## config.mk

```make
export PLATFORM = sky130hd
export DESIGN_NAME = smpg_guard
export DESIGN_NICKNAME = d
export VERILOG_FILES = /design/src/smpg_pkg.sv /design/src/smpg_mon_if.sv /design/src/smpg_guard.sv /design/src/smpg_mon_scale.sv
export SDC_FILE = /design/constraint.sdc
export NUM_CORES = 2
export LEC_CHECK = 0
export BUFFER_PORTS_ARGS = -buffer_cell sky130_fd_sc_hd__buf_2
export CORE_MARGIN = 2
export CORE_UTILIZATION = 31
export CTS_CLUSTER_SIZE = 40
export DETAILED_ROUTE_END_ITERATION = 8
export HOLD_SLACK_MARGIN = 0.06
export RECOVER_POWER = 25
export SYNTH_ARGS = -nofsm -noshare
export SYNTH_HDL_FRONTEND = slang
export SYNTH_SLANG_ARGS = --single-unit
```

## constraint.sdc

```tcl
create_clock -name clk_i -period 33.9 [get_ports clk_i]
set_input_delay 0 -clock clk_i [delete_from_list [all_inputs] [get_ports clk_i]]
set_output_delay 0 -clock clk_i [all_outputs]
set_load 0.02 [all_outputs]
```

## src/smpg_pkg.sv

```systemverilog
// shared constants of the servo monitor and position error guard
package smpg_pkg;
  // register byte offsets
  localparam logic [7:0] SMPG_CTRL_OFS = 8'h00;
  localparam logic [7:0] SMPG_MON1_SEL_OFS = 8'h04;
  localparam logic [7:0] SMPG_MON2_SEL_OFS = 8'h08;
  localparam logic [7:0] SMPG_MON1_OFFSET_OFS = 8'h0C;
  localparam logic [7:0] SMPG_MON2_OFFSET_OFS = 8'h10;
  localparam logic [7:0] SMPG_MON1_MULT_OFS = 8'h14;
  localparam logic [7:0] SMPG_MON2_MULT_OFS = 8'h18;
  localparam logic [7:0] SMPG_ERR_LEVEL_OFS = 8'h1C;
  localparam logic [7:0] SMPG_SON_LEVEL_OFS = 8'h20;
  localparam logic [7:0] SMPG_SON_SPEED_OFS = 8'h24;
  localparam logic [7:0] SMPG_POS_REF_OFS = 8'h28;
  localparam logic [7:0] SMPG_POS_ERR_OFS = 8'h2C;
  localparam logic [7:0] SMPG_STATUS_OFS = 8'h30;
  localparam logic [7:0] SMPG_MASK_OFS = 8'h34;
  localparam logic [7:0] SMPG_MON1_OUT_OFS = 8'h38;
  localparam logic [7:0] SMPG_MON2_OUT_OFS = 8'h3C;
  // control register fields
  localparam int SMPG_CTRL_POWER_BIT = 0;
  localparam int SMPG_CTRL_MODE_LSB = 1;
  localparam int SMPG_CTRL_ALM_CLR_BIT = 3;
  // status bits, same layout in the mask register
  localparam int SMPG_ST_OVF_BIT = 0;
  localparam int SMPG_ST_SON_BIT = 1;
  localparam int SMPG_ST_SPD_BIT = 2;
  localparam int SMPG_ST_W = 3;
  // control modes
  typedef enum logic [1:0] {SMPG_MODE_SPEED, SMPG_MODE_POSITION, SMPG_MODE_TORQUE} smpg_mode_t;
  // setting ranges and reset values
  localparam logic signed [15:0] SMPG_SET_MIN = -16'sd10000;
  localparam logic signed [15:0] SMPG_SET_MAX = 16'sd10000;
  localparam logic signed [15:0] SMPG_OFFSET_RST = 16'sh0000;
  localparam logic signed [15:0] SMPG_MULT_RST = 16'sd100;
  localparam logic [31:0] SMPG_MULT_UNITY = 32'd100;
  localparam logic [31:0] SMPG_LEVEL_MIN = 32'd1;
  localparam logic [31:0] SMPG_LEVEL_MAX = 32'd1073741823;
  localparam logic [31:0] SMPG_LEVEL_RST = 32'd5242880;
  localparam logic [13:0] SMPG_SPEED_MAX = 14'd10000;
  localparam logic [13:0] SMPG_SPEED_RST = 14'd10000;
  // signal selection codes
  localparam logic [3:0] SMPG_SEL_MAX = 4'hD;
  localparam logic [3:0] SMPG_SEL_POS_ERR = 4'h3;
  localparam logic [3:0] SMPG_SEL1_RST = 4'h2;
  localparam logic [3:0] SMPG_SEL2_RST = 4'h0;
  localparam int SMPG_NSIG = 14;
  // converter scaling: full scale +-10.24 V, so 0.1 V is 320 codes
  localparam int SMPG_DAC_W = 16;
  localparam logic signed [31:0] SMPG_OFFSET_CODES = 32'sd320;
  localparam logic signed [31:0] SMPG_DAC_MAX = 32'sd32767;
  localparam logic signed [31:0] SMPG_DAC_MIN = -32'sd32768;
  localparam logic signed [15:0] SMPG_LINEAR_CODES = 16'sd25600;
endpackage : smpg_pkg
```

## src/smpg_mon_if.sv

```systemverilog
// carrier between the guard core and one monitor scaler
`timescale 1ns/1ns
interface smpg_mon_if;
  logic signed [15:0] sample;
  logic signed [15:0] mult;
  logic signed [15:0] offset;
  logic signed [15:0] result;
  modport core (output sample, output mult, output offset, input result);
  modport scaler (input sample, input mult, input offset, output result);
endinterface : smpg_mon_if

```

## src/smpg_guard.sv

```systemverilog
// monitor outputs and position error protection of a servo drive
// What this block does
// - each monitor outputs minus (selected signal times multiplier plus offset)
// - each monitor drives a 16-bit converter word, linear within plus minus 8 V
// - signed offset per channel, -10000..10000 in 0.1 V, reset 0, immediate
// - signed multiplier per channel, -10000..10000 in 0.01, reset 100, immediate
// - position error is reference position minus actual motor position
// - excessive error check works only in position control mode
// - error above the alarm level raises overflow alarm and stops motor
// - alarm level 1..1073741823, reset 5242880, immediate
// - power on with residual error moves motor until error cleared
// - servo-on error level 1..1073741823, reset 5242880, immediate
// - servo-on speed limit 0..10000 rpm, reset 10000, immediate
// - power on with error above servo-on level raises servo-on alarm
// - limited and references arriving with error above level raises own alarm
// - channel 1 and 2 each have a selection setting, codes 00..0D
`timescale 1ns/1ns
module smpg_guard
  import smpg_pkg::*;
(
  // clock and reset
  input wire logic clk_i,
  input wire logic rst_i,
  // wishbone slave
  input wire logic wb_cyc_i,
  input wire logic wb_stb_i,
  input wire logic wb_we_i,
  input wire logic [7:0] wb_adr_i,
  input wire logic [3:0] wb_sel_i,
  input wire logic [31:0] wb_dat_i,
  output logic [31:0] wb_dat_o,
  output logic wb_ack_o,
  // drive side
  input wire logic [31:0] motor_pos_i,
  input wire logic [SMPG_NSIG-1:0][15:0] mon_sig_i,
  // outputs
  output logic [15:0] monitor1_dac_o,
  output logic [15:0] monitor2_dac_o,
  output logic motor_enable_o,
  output logic motor_stop_o,
  output logic speed_limit_active_o,
  output logic [13:0] speed_limit_o,
  output logic irq_o
);
  // merge byte lanes into an old word
  function automatic logic [31:0] apply_sel(input logic [31:0] old, input logic [31:0] din,
                                            input logic [3:0] sel);
    logic [31:0] r;
    r = old;
    for (int b = 0; b < 4; b++)
    begin
      if (sel[b])
      begin
        r[8*b +: 8] = din[8*b +: 8];
      end
    end
    return r;
  endfunction : apply_sel

  // clamp a signed setting into -10000..10000
  function automatic logic signed [15:0] clamp_set(input logic [31:0] v);
    logic signed [31:0] s;
    s = $signed(v);
    if (s > 32'(SMPG_SET_MAX))
    begin
      return SMPG_SET_MAX;
    end
    else if (s < 32'(SMPG_SET_MIN))
    begin
      return SMPG_SET_MIN;
    end
    return s[15:0];
  endfunction : clamp_set

  // clamp an error level into 1..1073741823
  function automatic logic [31:0] clamp_level(input logic [31:0] v);
    if (v < SMPG_LEVEL_MIN)
    begin
      return SMPG_LEVEL_MIN;
    end
    else if (v > SMPG_LEVEL_MAX)
    begin
      return SMPG_LEVEL_MAX;
    end
    return v;
  endfunction : clamp_level

  // settings and state
  logic power_reg, power_next;
  smpg_mode_t mode_reg, mode_next;
  logic [3:0] sel_reg [2], sel_next [2];
  logic signed [15:0] offset_reg [2], offset_next [2];
  logic signed [15:0] mult_reg [2], mult_next [2];
  logic [31:0] err_level_reg, err_level_next;
  logic [31:0] son_level_reg, son_level_next;
  logic [13:0] son_speed_reg, son_speed_next;
  logic [31:0] pos_ref_reg, pos_ref_next;
  logic [SMPG_ST_W-1:0] status_reg, status_next;
  logic [SMPG_ST_W-1:0] mask_reg, mask_next;
  logic [SMPG_ST_W-1:0] alarm_reg, alarm_next;
  logic limit_reg, limit_next;
  logic ref_seen_reg, ref_seen_next;
  logic ack_reg, ack_next;
  logic [31:0] rdata_reg, rdata_next;
  // helpers
  logic req;
  logic wr;
  logic rd;
  logic ref_wr;
  logic [31:0] wdat;
  logic signed [31:0] pos_err;
  logic [31:0] err_mag;
  logic power_rise;
  logic ovf_hit;
  logic son_hit;
  logic spd_hit;
  logic [SMPG_ST_W-1:0] events;
  logic [15:0] mon_out [2];
  logic signed [15:0] err_sample;

  assign req = wb_cyc_i & wb_stb_i & ~ack_reg;
  assign wr = wb_cyc_i & wb_stb_i & wb_we_i & ack_reg; // commit on the edge the master sees ack
  assign rd = req & ~wb_we_i;
  assign ref_wr = wr & (wb_adr_i == SMPG_POS_REF_OFS);

  // position error and its magnitude
  always_comb
  begin
    pos_err = $signed(pos_ref_reg - motor_pos_i);
    err_mag = pos_err[31] ? 32'(-pos_err) : 32'(pos_err);
  end

  // protection events; overflow and limit checks need position mode with power applied, the servo-on check does not
  always_comb
  begin
    // taken from the write itself; deriving it from power_next would loop through the alarm
    power_rise = wr & (wb_adr_i == SMPG_CTRL_OFS) & wdat[SMPG_CTRL_POWER_BIT] & ~power_reg
                 & (~|alarm_reg | wdat[SMPG_CTRL_ALM_CLR_BIT]);
    son_hit = power_rise & (err_mag > son_level_reg);
    ovf_hit = 1'b0;
    spd_hit = 1'b0;
    if (power_reg && (mode_reg == SMPG_MODE_POSITION) && (err_mag > err_level_reg))
    begin
      if (limit_reg && ref_seen_reg)
      begin
        spd_hit = 1'b1;
      end
      else
      begin
        ovf_hit = 1'b1;
      end
    end
    events = '0;
    events[SMPG_ST_OVF_BIT] = ovf_hit;
    events[SMPG_ST_SON_BIT] = son_hit;
    events[SMPG_ST_SPD_BIT] = spd_hit;
  end

  // register writes, alarm latch, servo-on limit and interrupt status
  always_comb
  begin
    wdat = apply_sel(32'h0000_0000, wb_dat_i, wb_sel_i);
    power_next = power_reg;
    mode_next = mode_reg;
    sel_next = sel_reg;
    offset_next = offset_reg;
    mult_next = mult_reg;
    err_level_next = err_level_reg;
    son_level_next = son_level_reg;
    son_speed_next = son_speed_reg;
    pos_ref_next = pos_ref_reg;
    mask_next = mask_reg;
    alarm_next = alarm_reg;
    if (wr)
    begin
      case (wb_adr_i)
        SMPG_CTRL_OFS:
        begin
          power_next = wdat[SMPG_CTRL_POWER_BIT];
          mode_next = smpg_mode_t'(wdat[SMPG_CTRL_MODE_LSB +: 2]);
          if (wdat[SMPG_CTRL_ALM_CLR_BIT])
          begin
            alarm_next = '0;
          end
        end
        SMPG_MON1_SEL_OFS: sel_next[0] = (wdat[3:0] > SMPG_SEL_MAX) ? sel_reg[0] : wdat[3:0];
        SMPG_MON2_SEL_OFS: sel_next[1] = (wdat[3:0] > SMPG_SEL_MAX) ? sel_reg[1] : wdat[3:0];
        SMPG_MON1_OFFSET_OFS: offset_next[0] = clamp_set(wdat);
        SMPG_MON2_OFFSET_OFS: offset_next[1] = clamp_set(wdat);
        SMPG_MON1_MULT_OFS: mult_next[0] = clamp_set(wdat);
        SMPG_MON2_MULT_OFS: mult_next[1] = clamp_set(wdat);
        SMPG_ERR_LEVEL_OFS: err_level_next = clamp_level(apply_sel(err_level_reg, wb_dat_i, wb_sel_i));
        SMPG_SON_LEVEL_OFS: son_level_next = clamp_level(apply_sel(son_level_reg, wb_dat_i, wb_sel_i));
        SMPG_SON_SPEED_OFS:
          son_speed_next = (wdat > 32'(SMPG_SPEED_MAX)) ? SMPG_SPEED_MAX : wdat[13:0];
        SMPG_POS_REF_OFS: pos_ref_next = apply_sel(pos_ref_reg, wb_dat_i, wb_sel_i);
        SMPG_MASK_OFS: mask_next = wdat[SMPG_ST_W-1:0];
        default: ;
      endcase
    end
    // an alarm drops motor power; set wins over the clear written this cycle
    alarm_next = alarm_next | events;
    if (|alarm_next)
    begin
      power_next = 1'b0;
    end
    // servo-on limit holds until the residual error is worked off or power drops
    limit_next = limit_reg;
    ref_seen_next = ref_seen_reg;
    if (power_rise && (err_mag != 32'h0000_0000))
    begin
      limit_next = 1'b1;
      ref_seen_next = 1'b0;
    end
    else if (!power_reg || (err_mag == 32'h0000_0000))
    begin
      limit_next = 1'b0;
      ref_seen_next = 1'b0;
    end
    else if (limit_reg && ref_wr)
    begin
      ref_seen_next = 1'b1;
    end
    // read of status clears it, but an event in that cycle survives
    status_next = status_reg;
    if (rd && (wb_adr_i == SMPG_STATUS_OFS))
    begin
      status_next = '0;
    end
    status_next = status_next | events;
  end

  // bus answer: ack one cycle after the request, unmapped reads zero
  always_comb
  begin
    ack_next = req;
    rdata_next = 32'h0000_0000;
    if (rd)
    begin
      case (wb_adr_i)
        SMPG_CTRL_OFS: rdata_next = {28'h000_0000, 1'b0, mode_reg, power_reg};
        SMPG_MON1_SEL_OFS: rdata_next = {28'h000_0000, sel_reg[0]};
        SMPG_MON2_SEL_OFS: rdata_next = {28'h000_0000, sel_reg[1]};
        SMPG_MON1_OFFSET_OFS: rdata_next = 32'(offset_reg[0]);
        SMPG_MON2_OFFSET_OFS: rdata_next = 32'(offset_reg[1]);
        SMPG_MON1_MULT_OFS: rdata_next = 32'(mult_reg[0]);
        SMPG_MON2_MULT_OFS: rdata_next = 32'(mult_reg[1]);
        SMPG_ERR_LEVEL_OFS: rdata_next = err_level_reg;
        SMPG_SON_LEVEL_OFS: rdata_next = son_level_reg;
        SMPG_SON_SPEED_OFS: rdata_next = {18'h0_0000, son_speed_reg};
        SMPG_POS_REF_OFS: rdata_next = pos_ref_reg;
        SMPG_POS_ERR_OFS: rdata_next = pos_err;
        SMPG_STATUS_OFS: rdata_next = {29'h0000_0000, status_reg};
        SMPG_MASK_OFS: rdata_next = {29'h0000_0000, mask_reg};
        SMPG_MON1_OUT_OFS: rdata_next = 32'($signed(mon_out[0]));
        SMPG_MON2_OUT_OFS: rdata_next = 32'($signed(mon_out[1]));
        default: rdata_next = 32'h0000_0000;
      endcase
    end
  end

  // state registers
  always_ff @(posedge clk_i)
  begin
    if (rst_i)
    begin
      power_reg <= 1'b0;
      mode_reg <= SMPG_MODE_POSITION;
      sel_reg[0] <= SMPG_SEL1_RST;
      sel_reg[1] <= SMPG_SEL2_RST;
      offset_reg[0] <= SMPG_OFFSET_RST;
      offset_reg[1] <= SMPG_OFFSET_RST;
      mult_reg[0] <= SMPG_MULT_RST;
      mult_reg[1] <= SMPG_MULT_RST;
      err_level_reg <= SMPG_LEVEL_RST;
      son_level_reg <= SMPG_LEVEL_RST;
      son_speed_reg <= SMPG_SPEED_RST;
      pos_ref_reg <= 32'h0000_0000;
      status_reg <= '0;
      mask_reg <= '0;
      alarm_reg <= '0;
      limit_reg <= 1'b0;
      ref_seen_reg <= 1'b0;
      ack_reg <= 1'b0;
      rdata_reg <= 32'h0000_0000;
    end
    else
    begin
      power_reg <= power_next;
      mode_reg <= mode_next;
      sel_reg <= sel_next;
      offset_reg <= offset_next;
      mult_reg <= mult_next;
      err_level_reg <= err_level_next;
      son_level_reg <= son_level_next;
      son_speed_reg <= son_speed_next;
      pos_ref_reg <= pos_ref_next;
      status_reg <= status_next;
      mask_reg <= mask_next;
      alarm_reg <= alarm_next;
      limit_reg <= limit_next;
      ref_seen_reg <= ref_seen_next;
      ack_reg <= ack_next;
      rdata_reg <= rdata_next;
    end
  end

  // position error as monitor code 03, clipped; reads 0 V outside position mode
  always_comb
  begin
    if (mode_reg != SMPG_MODE_POSITION)
    begin
      err_sample = 16'sh0000;
    end
    else if (pos_err > 32'sh0000_7FFF)
    begin
      err_sample = 16'sh7FFF;
    end
    else if (pos_err < -32'sh0000_8000)
    begin
      err_sample = 16'sh8000;
    end
    else
    begin
      err_sample = pos_err[15:0];
    end
  end

  // two identical monitor channels
  for (genvar ch = 0; ch < 2; ch++)
  begin : g_mon
    smpg_mon_if mon_bus ();
    assign mon_bus.sample = (sel_reg[ch] == SMPG_SEL_POS_ERR) ? err_sample
                            : $signed(mon_sig_i[sel_reg[ch]]);
    assign mon_bus.mult = mult_reg[ch];
    assign mon_bus.offset = offset_reg[ch];
    assign mon_out[ch] = mon_bus.result;
    smpg_mon_scale u_scale (
      .clk_i(clk_i),
      .rst_i(rst_i),
      .mon(mon_bus.scaler)
    );
  end

  // outputs
  assign monitor1_dac_o = mon_out[0];
  assign monitor2_dac_o = mon_out[1];
  assign motor_enable_o = power_reg;
  assign motor_stop_o = |alarm_reg;
  assign speed_limit_active_o = limit_reg;
  assign speed_limit_o = son_speed_reg;
  assign irq_o = |(status_reg & mask_reg);
  assign wb_ack_o = ack_reg;
  assign wb_dat_o = rdata_reg;
endmodule : smpg_guard

```

## src/smpg_mon_scale.sv

```systemverilog
// one analog monitor channel: scale, offset, negate, saturate
`timescale 1ns/1ns
module smpg_mon_scale
  import smpg_pkg::*;
(
  // clock and reset
  input wire logic clk_i,
  input wire logic rst_i,
  // channel carrier
  smpg_mon_if.scaler mon
);
  logic signed [31:0] prod_reg, prod_next;
  logic signed [31:0] ofs_reg, ofs_next;
  logic signed [15:0] out_reg, out_next;
  logic signed [31:0] scaled;
  logic signed [31:0] total;

  // two stages keep the multiplier and divider off one path
  always_comb
  begin
    prod_next = 32'(mon.sample) * 32'(mon.mult); // widen first so the product is not cut to 16
    ofs_next = 32'(mon.offset) * SMPG_OFFSET_CODES;
    scaled = prod_reg / $signed(SMPG_MULT_UNITY);
    total = -(scaled + ofs_reg);
    if (total > SMPG_DAC_MAX)
    begin
      out_next = SMPG_DAC_MAX[15:0];
    end
    else if (total < SMPG_DAC_MIN)
    begin
      out_next = SMPG_DAC_MIN[15:0];
    end
    else
    begin
      out_next = total[15:0];
    end
  end

  // result register feeds the converter word
  always_ff @(posedge clk_i)
  begin
    if (rst_i)
    begin
      prod_reg <= 32'sh0000_0000;
      ofs_reg <= 32'sh0000_0000;
      out_reg <= 16'sh0000;
    end
    else
    begin
      prod_reg <= prod_next;
      ofs_reg <= ofs_next;
      out_reg <= out_next;
    end
  end

  assign mon.result = out_reg;
endmodule : smpg_mon_scale

```

### Word-level counts from Yosys, hierarchy flattened

Index checks and enable logic that the tools add are counted.

| storage, ports and cells | value |
|---|---|
| output and inout port bits | 83 |
| bits in registers | 389 |
| logic and storage cells | 220 |

| cells by class | value |
|---|---|
| bitwise gates (word level) | 20 |
| equality and inequality tests | 19 |
| $mul | 4 |
| order comparisons | 18 |
| reductions and logical operators | 35 |
| multiplexer cells | 84 |
| $add $sub $neg | 6 |
| divide/modulo/power cells | 2 |

Operators by type and width:

| cell | number |
|---|---|
| one-hot mux 32 bit (16 select lines) | 1 |
| two-way mux 16 bit | 15 |
| two-way mux 32 bit | 7 |
| two-way mux 8 bit | 28 |
| binary-select mux 16 bit (select 4 bit) | 2 |
| greater-than comparator 32 x 16 -> 1 bit, second input constant | 3 |
| less-than comparator 32 x 16 -> 1 bit, second input constant | 3 |
| negation 32 bit | 3 |
| adder 32 bit | 2 |
| divider 32 x 8 -> 32 bit, second input constant | 2 |
| == test 8 x 6 -> 1 bit, second input constant | 8 |
| greater-than comparator 32 x 30 -> 1 bit, second input constant | 2 |
| greater-than comparator 32 bit | 2 |
| less-than comparator 32 x 1 -> 1 bit, second input constant | 2 |
| multiplier 16 x 16 -> 32 bit | 2 |
| multiplier 16 x 4 -> 20 bit, second input constant | 2 |
| == test 8 x 5 -> 1 bit, second input constant | 4 |
| greater-than comparator 32 x 14 -> 1 bit, second input constant | 1 |
| greater-than comparator 32 x 15 -> 1 bit, second input constant | 1 |
| zero test 32 bit | 1 |
| less-than comparator 32 x 15 -> 1 bit, second input constant | 1 |
| nonzero test 32 bit | 1 |
| subtractor 32 bit | 1 |
| two-way mux 15 bit | 2 |
| other kinds (25) | 92 |

### Logic depth before layout (Yosys ltp)

| depth | value |
|---|---|
| word-level depth | 10 |
| mapped depth | 120 |

### Hierarchy

A second synthesis with hierarchy kept.

| unflattened totals | value |
|---|---|
| cells, all modules | 7799 |
| area total of the unflattened synthesis | 62831.5 µm² |

Modules (own cells, without submodules):

| module | sequential area each (µm²) | area each (µm²) | cells each | times used |
|---|---|---|---|---|
| smpg_mon_scale (g_mon[1].u_scale) | 1361.3 | 22215.1 | 2714 | 1 |
| smpg_mon_scale (g_mon[0].u_scale) | 1361.3 | 21433.1 | 2629 | 1 |
| smpg_guard | 4584.4 | 19183.4 | 2456 | 1 |

### Worst setup path before layout

Ideal clock, no wire load.

| timing path | value |
|---|---|
| path kind | register -> register |
| start point | register g_mon[1].u_scale.prod_reg[21] |
| end point | register g_mon[1].u_scale.out_reg[11] |
| data arrival time | 23.752 ns |
| cell stages (with the launch flop) | 111 |
| setup time | 0.069 ns |
| required time | 33.831 ns |
| setup slack | 10.079 ns |
| buffers on the path | 7 |
| path through | dfxtp_1 > or4_4 > or3_1 > buf_6 > or4_4 > a211oi_4 > o21a_4 > nor4_2 > or3_1 > o31a_1 > buf_6 > a21oi_2 > mux2_1 > o31ai_2 > nand2_2 > a22o_2 > a21oi_2 > o22ai_1 > [75 not listed] > a21o_1 > a21oi_1 > o21ai_0 > a21o_1 > a21o_1 > a21o_1 > a21o_1 > a21o_1 > a21oi_1 > xnor2_1 > xnor2_1 > nand4_1 > nor2_1 > nand4_1 > o41ai_2 > nand2b_2 > buf_6 > o21ai_1 |

| on the way | value |
|---|---|
| cells in the longest elaborated chain, start to end | 6 |
| elaborated cells between the ends (all ways) | 7 |

Ends and longest elaborated chain:

| what | line | RTL |
|---|---|---|
| from (decl) | smpg_mon_scale.sv:12 | `logic signed [31:0] prod_reg, prod_next;` |
| from (signal assigned) | smpg_mon_scale.sv:50 | `prod_reg <= prod_next;` |
| divider 32 x 8 -> 32 bit (*) | smpg_mon_scale.sv:23 | `scaled = prod_reg / $signed(SMPG_MULT_UNITY);` |
| adder 32 bit (*) | smpg_mon_scale.sv:24 | `total = -(scaled + ofs_reg);` |
| negation 32 bit (*) | smpg_mon_scale.sv:24 |  |
| less-than comparator 32 x 16 -> 1 bit | smpg_mon_scale.sv:29 | `else if (total < SMPG_DAC_MIN)` |
| two-way mux 16 bit | smpg_mon_scale.sv:29 |  |
| two-way mux 15 bit (*) | smpg_mon_scale.sv:25 | `if (total > SMPG_DAC_MAX)` |
| to (signal assigned) | smpg_mon_scale.sv:52 | `out_reg <= out_next;` |
| to (decl) | smpg_mon_scale.sv:14 | `logic signed [15:0] out_reg, out_next;` |

Every way passes the cells marked *; elsewhere a longest branch is shown, timed or not.
A chain may end at the register's enable or synchronous reset.

### Worst setup path in the final report

| timing path | value |
|---|---|
| start point | register g_mon[0].u_scale.prod_reg[5] |
| end point | register g_mon[0].u_scale.out_reg[11] |

| on the way | value |
|---|---|
| cells in the longest elaborated chain, start to end | 6 |
| elaborated cells between the ends (all ways) | 7 |

Ends and longest elaborated chain:

| what | line |
|---|---|
| from (decl) | smpg_mon_scale.sv:12 |
| from (signal assigned) | smpg_mon_scale.sv:50 |
| divider 32 x 8 -> 32 bit (*) | smpg_mon_scale.sv:23 |
| adder 32 bit (*) | smpg_mon_scale.sv:24 |
| negation 32 bit (*) | smpg_mon_scale.sv:24 |
| less-than comparator 32 x 16 -> 1 bit | smpg_mon_scale.sv:29 |
| two-way mux 16 bit | smpg_mon_scale.sv:29 |
| two-way mux 15 bit (*) | smpg_mon_scale.sv:25 |
| to (signal assigned) | smpg_mon_scale.sv:52 |
| to (decl) | smpg_mon_scale.sv:14 |

Marked as above.

==> key figures <==
Logic synthesis
  – Synth Register Bits: between 300 and 400
  – Yosys top cell by area: fa_1
  – Net Count, Synth: a little under 9000
  – Post-synth top flop: dfxtp_1
  – Syn Area/Cell: ~8.1 um2
  – Asr flop ratio synth: 0
  – Dominant cells by area after synthesis: fa_1 17%, dfxtp_1 12%, ha_1 9.0%, nand2_1 5.3%, inv_1 5.2%
  – Library cells used by synthesis: 180
  – Post-synth EDFFs: 0
  – Post-Syn Area: just over 60000 um2
  – Synth warn: 0
  – Register area share after synthesis: 0.1204
  – Post-synth top area share: 0.1738
  – Cells after Synth: between 7000 and 8000

Floorplan
  – # IOs: roughly 390
  – Die height: around 450 um
  – Die area: around 200000 um2
  – Core Area: around 200000 um2
  – Die W: about 450 um
  – Starting Density: 0.3117
  – Row cnt: roughly 160

STA
  – RSZ-0062 raised after global routing: no
  – Period utilization: 0.8861
  – Rel. slew slack: -3.611
  – Slew Viols, Final: about 310
  – Setup violators final: 0
  – Peak Freq: around 0.033 GHz
  – Setup TNS: 0 ns
  – Post-route setup slack: between 3 and 4 ns
  – Actual slew at the worst max-slew pin: around 6.9 ns
  – Final hold vios: 0
  – Post-layout min period: ~30 ns
  – Setup Skew: ~0.046 ns

Setup path
  – FF-to-FF End: g_mon[0].u_scale.mon.result[11]
  – Reg-to-reg startpoint: g_mon[0].u_scale.prod_reg[5]
  – Critical path capture point type: flip-flop
  – Slowest stage delay, CP: 0.90 ns
  – CP most frequent cell: a21o_1
  – CP max FO: 15
  – Critical Path RT: approximately 34 ns
  – Worst Reg2Reg Path Length in Cells: just under 100
  – Worst setup SP type: flip-flop
  – Max stage delay cell, worst path: a41oi_2
  – CP Class: reg2reg
  – Arrival time at the worst endpoint: a little over 30 ns
  – Worst R2R Setup Slack: roughly 3.9 ns

Run status
  – Failing checks: max-capacitance violations, max-slew violations
  – Outcome: finished, violations left

Routing
  – Drt first-iter violations: approximately 5100
  – Post-route ant nets: 0
  – WL per Instance: around 22 um
  – DRT Wirelength: roughly 230000 um
  – Routed vias/inst: ~5.6
  – TritonRoute pass-1 iters: 8
  – DRC viols: 0
  – Vias post-DR: about 58000

GRT
  – Met2 Resource Use GR: 0.3628
  – Vias in the first global route: ~57000
  – Overflow after GRT: 0
  – GRT Total Usage: 0.2233
  – Largest net degree at the start of global routing: between 150 and 200
  – Met1 Use GR: 0.2684
  – Initial antenna violation count: 23
  – First-pass GRT wire length: roughly 350000 um
  – GR met3 Demand/Resource: 0.03275
  – Busiest layer in global routing: met2

Min path
  – Hold endpoint: mask_reg[2]
  – Hold Crit Start: wb_cyc_i
  – Worst Hold Class: in2reg
  – Worst hold stages: 6

Place
  – IO Port Bufs: between 300 and 400
  – Dpl ws: around 4.4 ns
  – GP Congestion: between 0.9 and 1
  – Placed wire-length estimate: around 180000 um
  – Placed instance area: between 60000 and 70000 um2

Clock network
  – Total CTS buffers: 40
  – Number of post-CTS setup repair buffers: 0
  – Hold buffers post-CTS: 94
  – Clk_lat worst skew: approximately 0.63 ns
  – CTS tree: done
  – Root buffer cell: clkbuf_16
  – Post-cts resize count: 0
  – CTS Buffer Depth: 3
  – Clk slew on worst S/H paths: roughly 0.070 ns
  – CTS HTree Levels: 2
  – CTS sink cnt: around 370

Finish
  – P&R area growth vs syn: 10.90%
  – Max FFs per register: 64
  – Final instance area: between 60000 and 70000 um2
  – Final core utilization: 0.3457
  – Nets: 9053
  – Layout cells sized above 1: 0.1090

Job
  – Max-cap violations: 3
[synthesized netlist by cell type (50+ instances only)]
library cell	number
a211oi_1	51
a21o_1	113
a21oi_1	480
a22oi_1	50
a31oi_1	78
and2_1	221
clkbuf_1	229
dfxtp_1	365
fa_1	527
ha_1	436
inv_1	839
mux2i_1	129
mux4_2	64
nand2_1	850
nand2b_1	73
nand3_1	156
nand4_1	77
nor2_1	434
nor2b_1	100
nor3_1	131
nor4_1	63
o211ai_1	51
o21ai_0	283
o21bai_1	99
o22ai_1	58
or2_2	52
xnor2_1	302
xor2_1	130
[layout make-up]
type / instances / area (um2)
inverters: 841 / 3157
multi-input cells: 5969 / 48700
well taps: 2624 / 3283
clock inverters: 18 / 241.5
clock buffers: 54 / 1134
repair buffers: 568 / 3456
diodes: 13 / 32.53
fillers: 20340 / 127500
flip-flops and latches: 365 / 7327
[worst max-delay path by stage]
| stage | depth (start not counted) | endpoint | slack [ns] | from |
|---|---|---|---|---|
| floorplan | 110 | g_mon[1].u_scale.mon.result[11] | 10.08 | g_mon[1].u_scale.prod_reg[21] |
| global placement | 97 | g_mon[0].u_scale.mon.result[0] | 4.76 | g_mon[0].u_scale.prod_reg[3] |
| detailed placement | 97 | g_mon[0].u_scale.mon.result[5] | 4.36 | g_mon[0].u_scale.prod_reg[3] |
| CTS | 97 | g_mon[0].u_scale.mon.result[5] | 4.30 | g_mon[0].u_scale.prod_reg[5] |
| global route | 100 | g_mon[0].u_scale.mon.result[5] | 1.12 | g_mon[0].u_scale.prod_reg[5] |
| finish | 99 | g_mon[0].u_scale.mon.result[11] | 3.86 | g_mon[0].u_scale.prod_reg[5] |
[layout by cell type, fill, tap and decap left out, drive strengths merged, types with 41 or more instances in the layout]
cell and n:
a22oi 52, fa 527, o21bai 102, xor2 131
o21a 41, xnor2 310, clkbuf 140, nand2 859
a221oi 52, inv 845, nand3 159, dlygate4sd3 94
mux4 64, nand2b 74, dfxtp 365, nand4 78
and2 230, or3 44, nor2 445, o211ai 57
o22ai 59, or2 65, a211oi 63, o221ai 48
mux2i 135, o31ai 54, a21o 119, nor4 74
o21ai 346, buf 388, nor2b 101, a31oi 80
a21oi 492, ha 436, nor3 138
[logic make-up after synthesis]
logic type	synth area share
simple gates	0.1967
fa+ha+maj	0.2670
buf+inv	0.07854
compound gates	0.2225
xor+xnor	0.06492
flops	0.1204
mux	0.04999
[critical path, delay by kind of cell, from the launching register on]
kind | cells | cell delay (ns)
simple gates | 26 | 7.45
mux | 4 | 1.76
xor+xnor | 7 | 2.66
buf+inv | 1 | 0.12
fa+ha+maj | 3 | 0.82
compound gates | 58 | 16.59
flops | 1 | 0.41
[per-layer routing]
| metal | up-vias | share of wire |
|---|---|---|
| li1 | 26840 | - |
| met1 | 28530 | 0.39 |
| met2 | 2378 | 0.45 |
| met3 | 564 | 0.069 |
| met4 | 12 | 0.089 |
| met5 | - | 0.00037 |
[per-stage QoR]
step	hold slack, ns	std cells
after floorplan	0.1475	7511
after global placement	0.2896	10270
after detailed placement	0.2960	10270
after CTS	0.06990	10440
after global routing	0.09653	10450
final	0.07475	10450
Power is left out: the tool's default activity adds up to more than one toggle a clock period on the data nets, which glitch-free logic cannot reach.
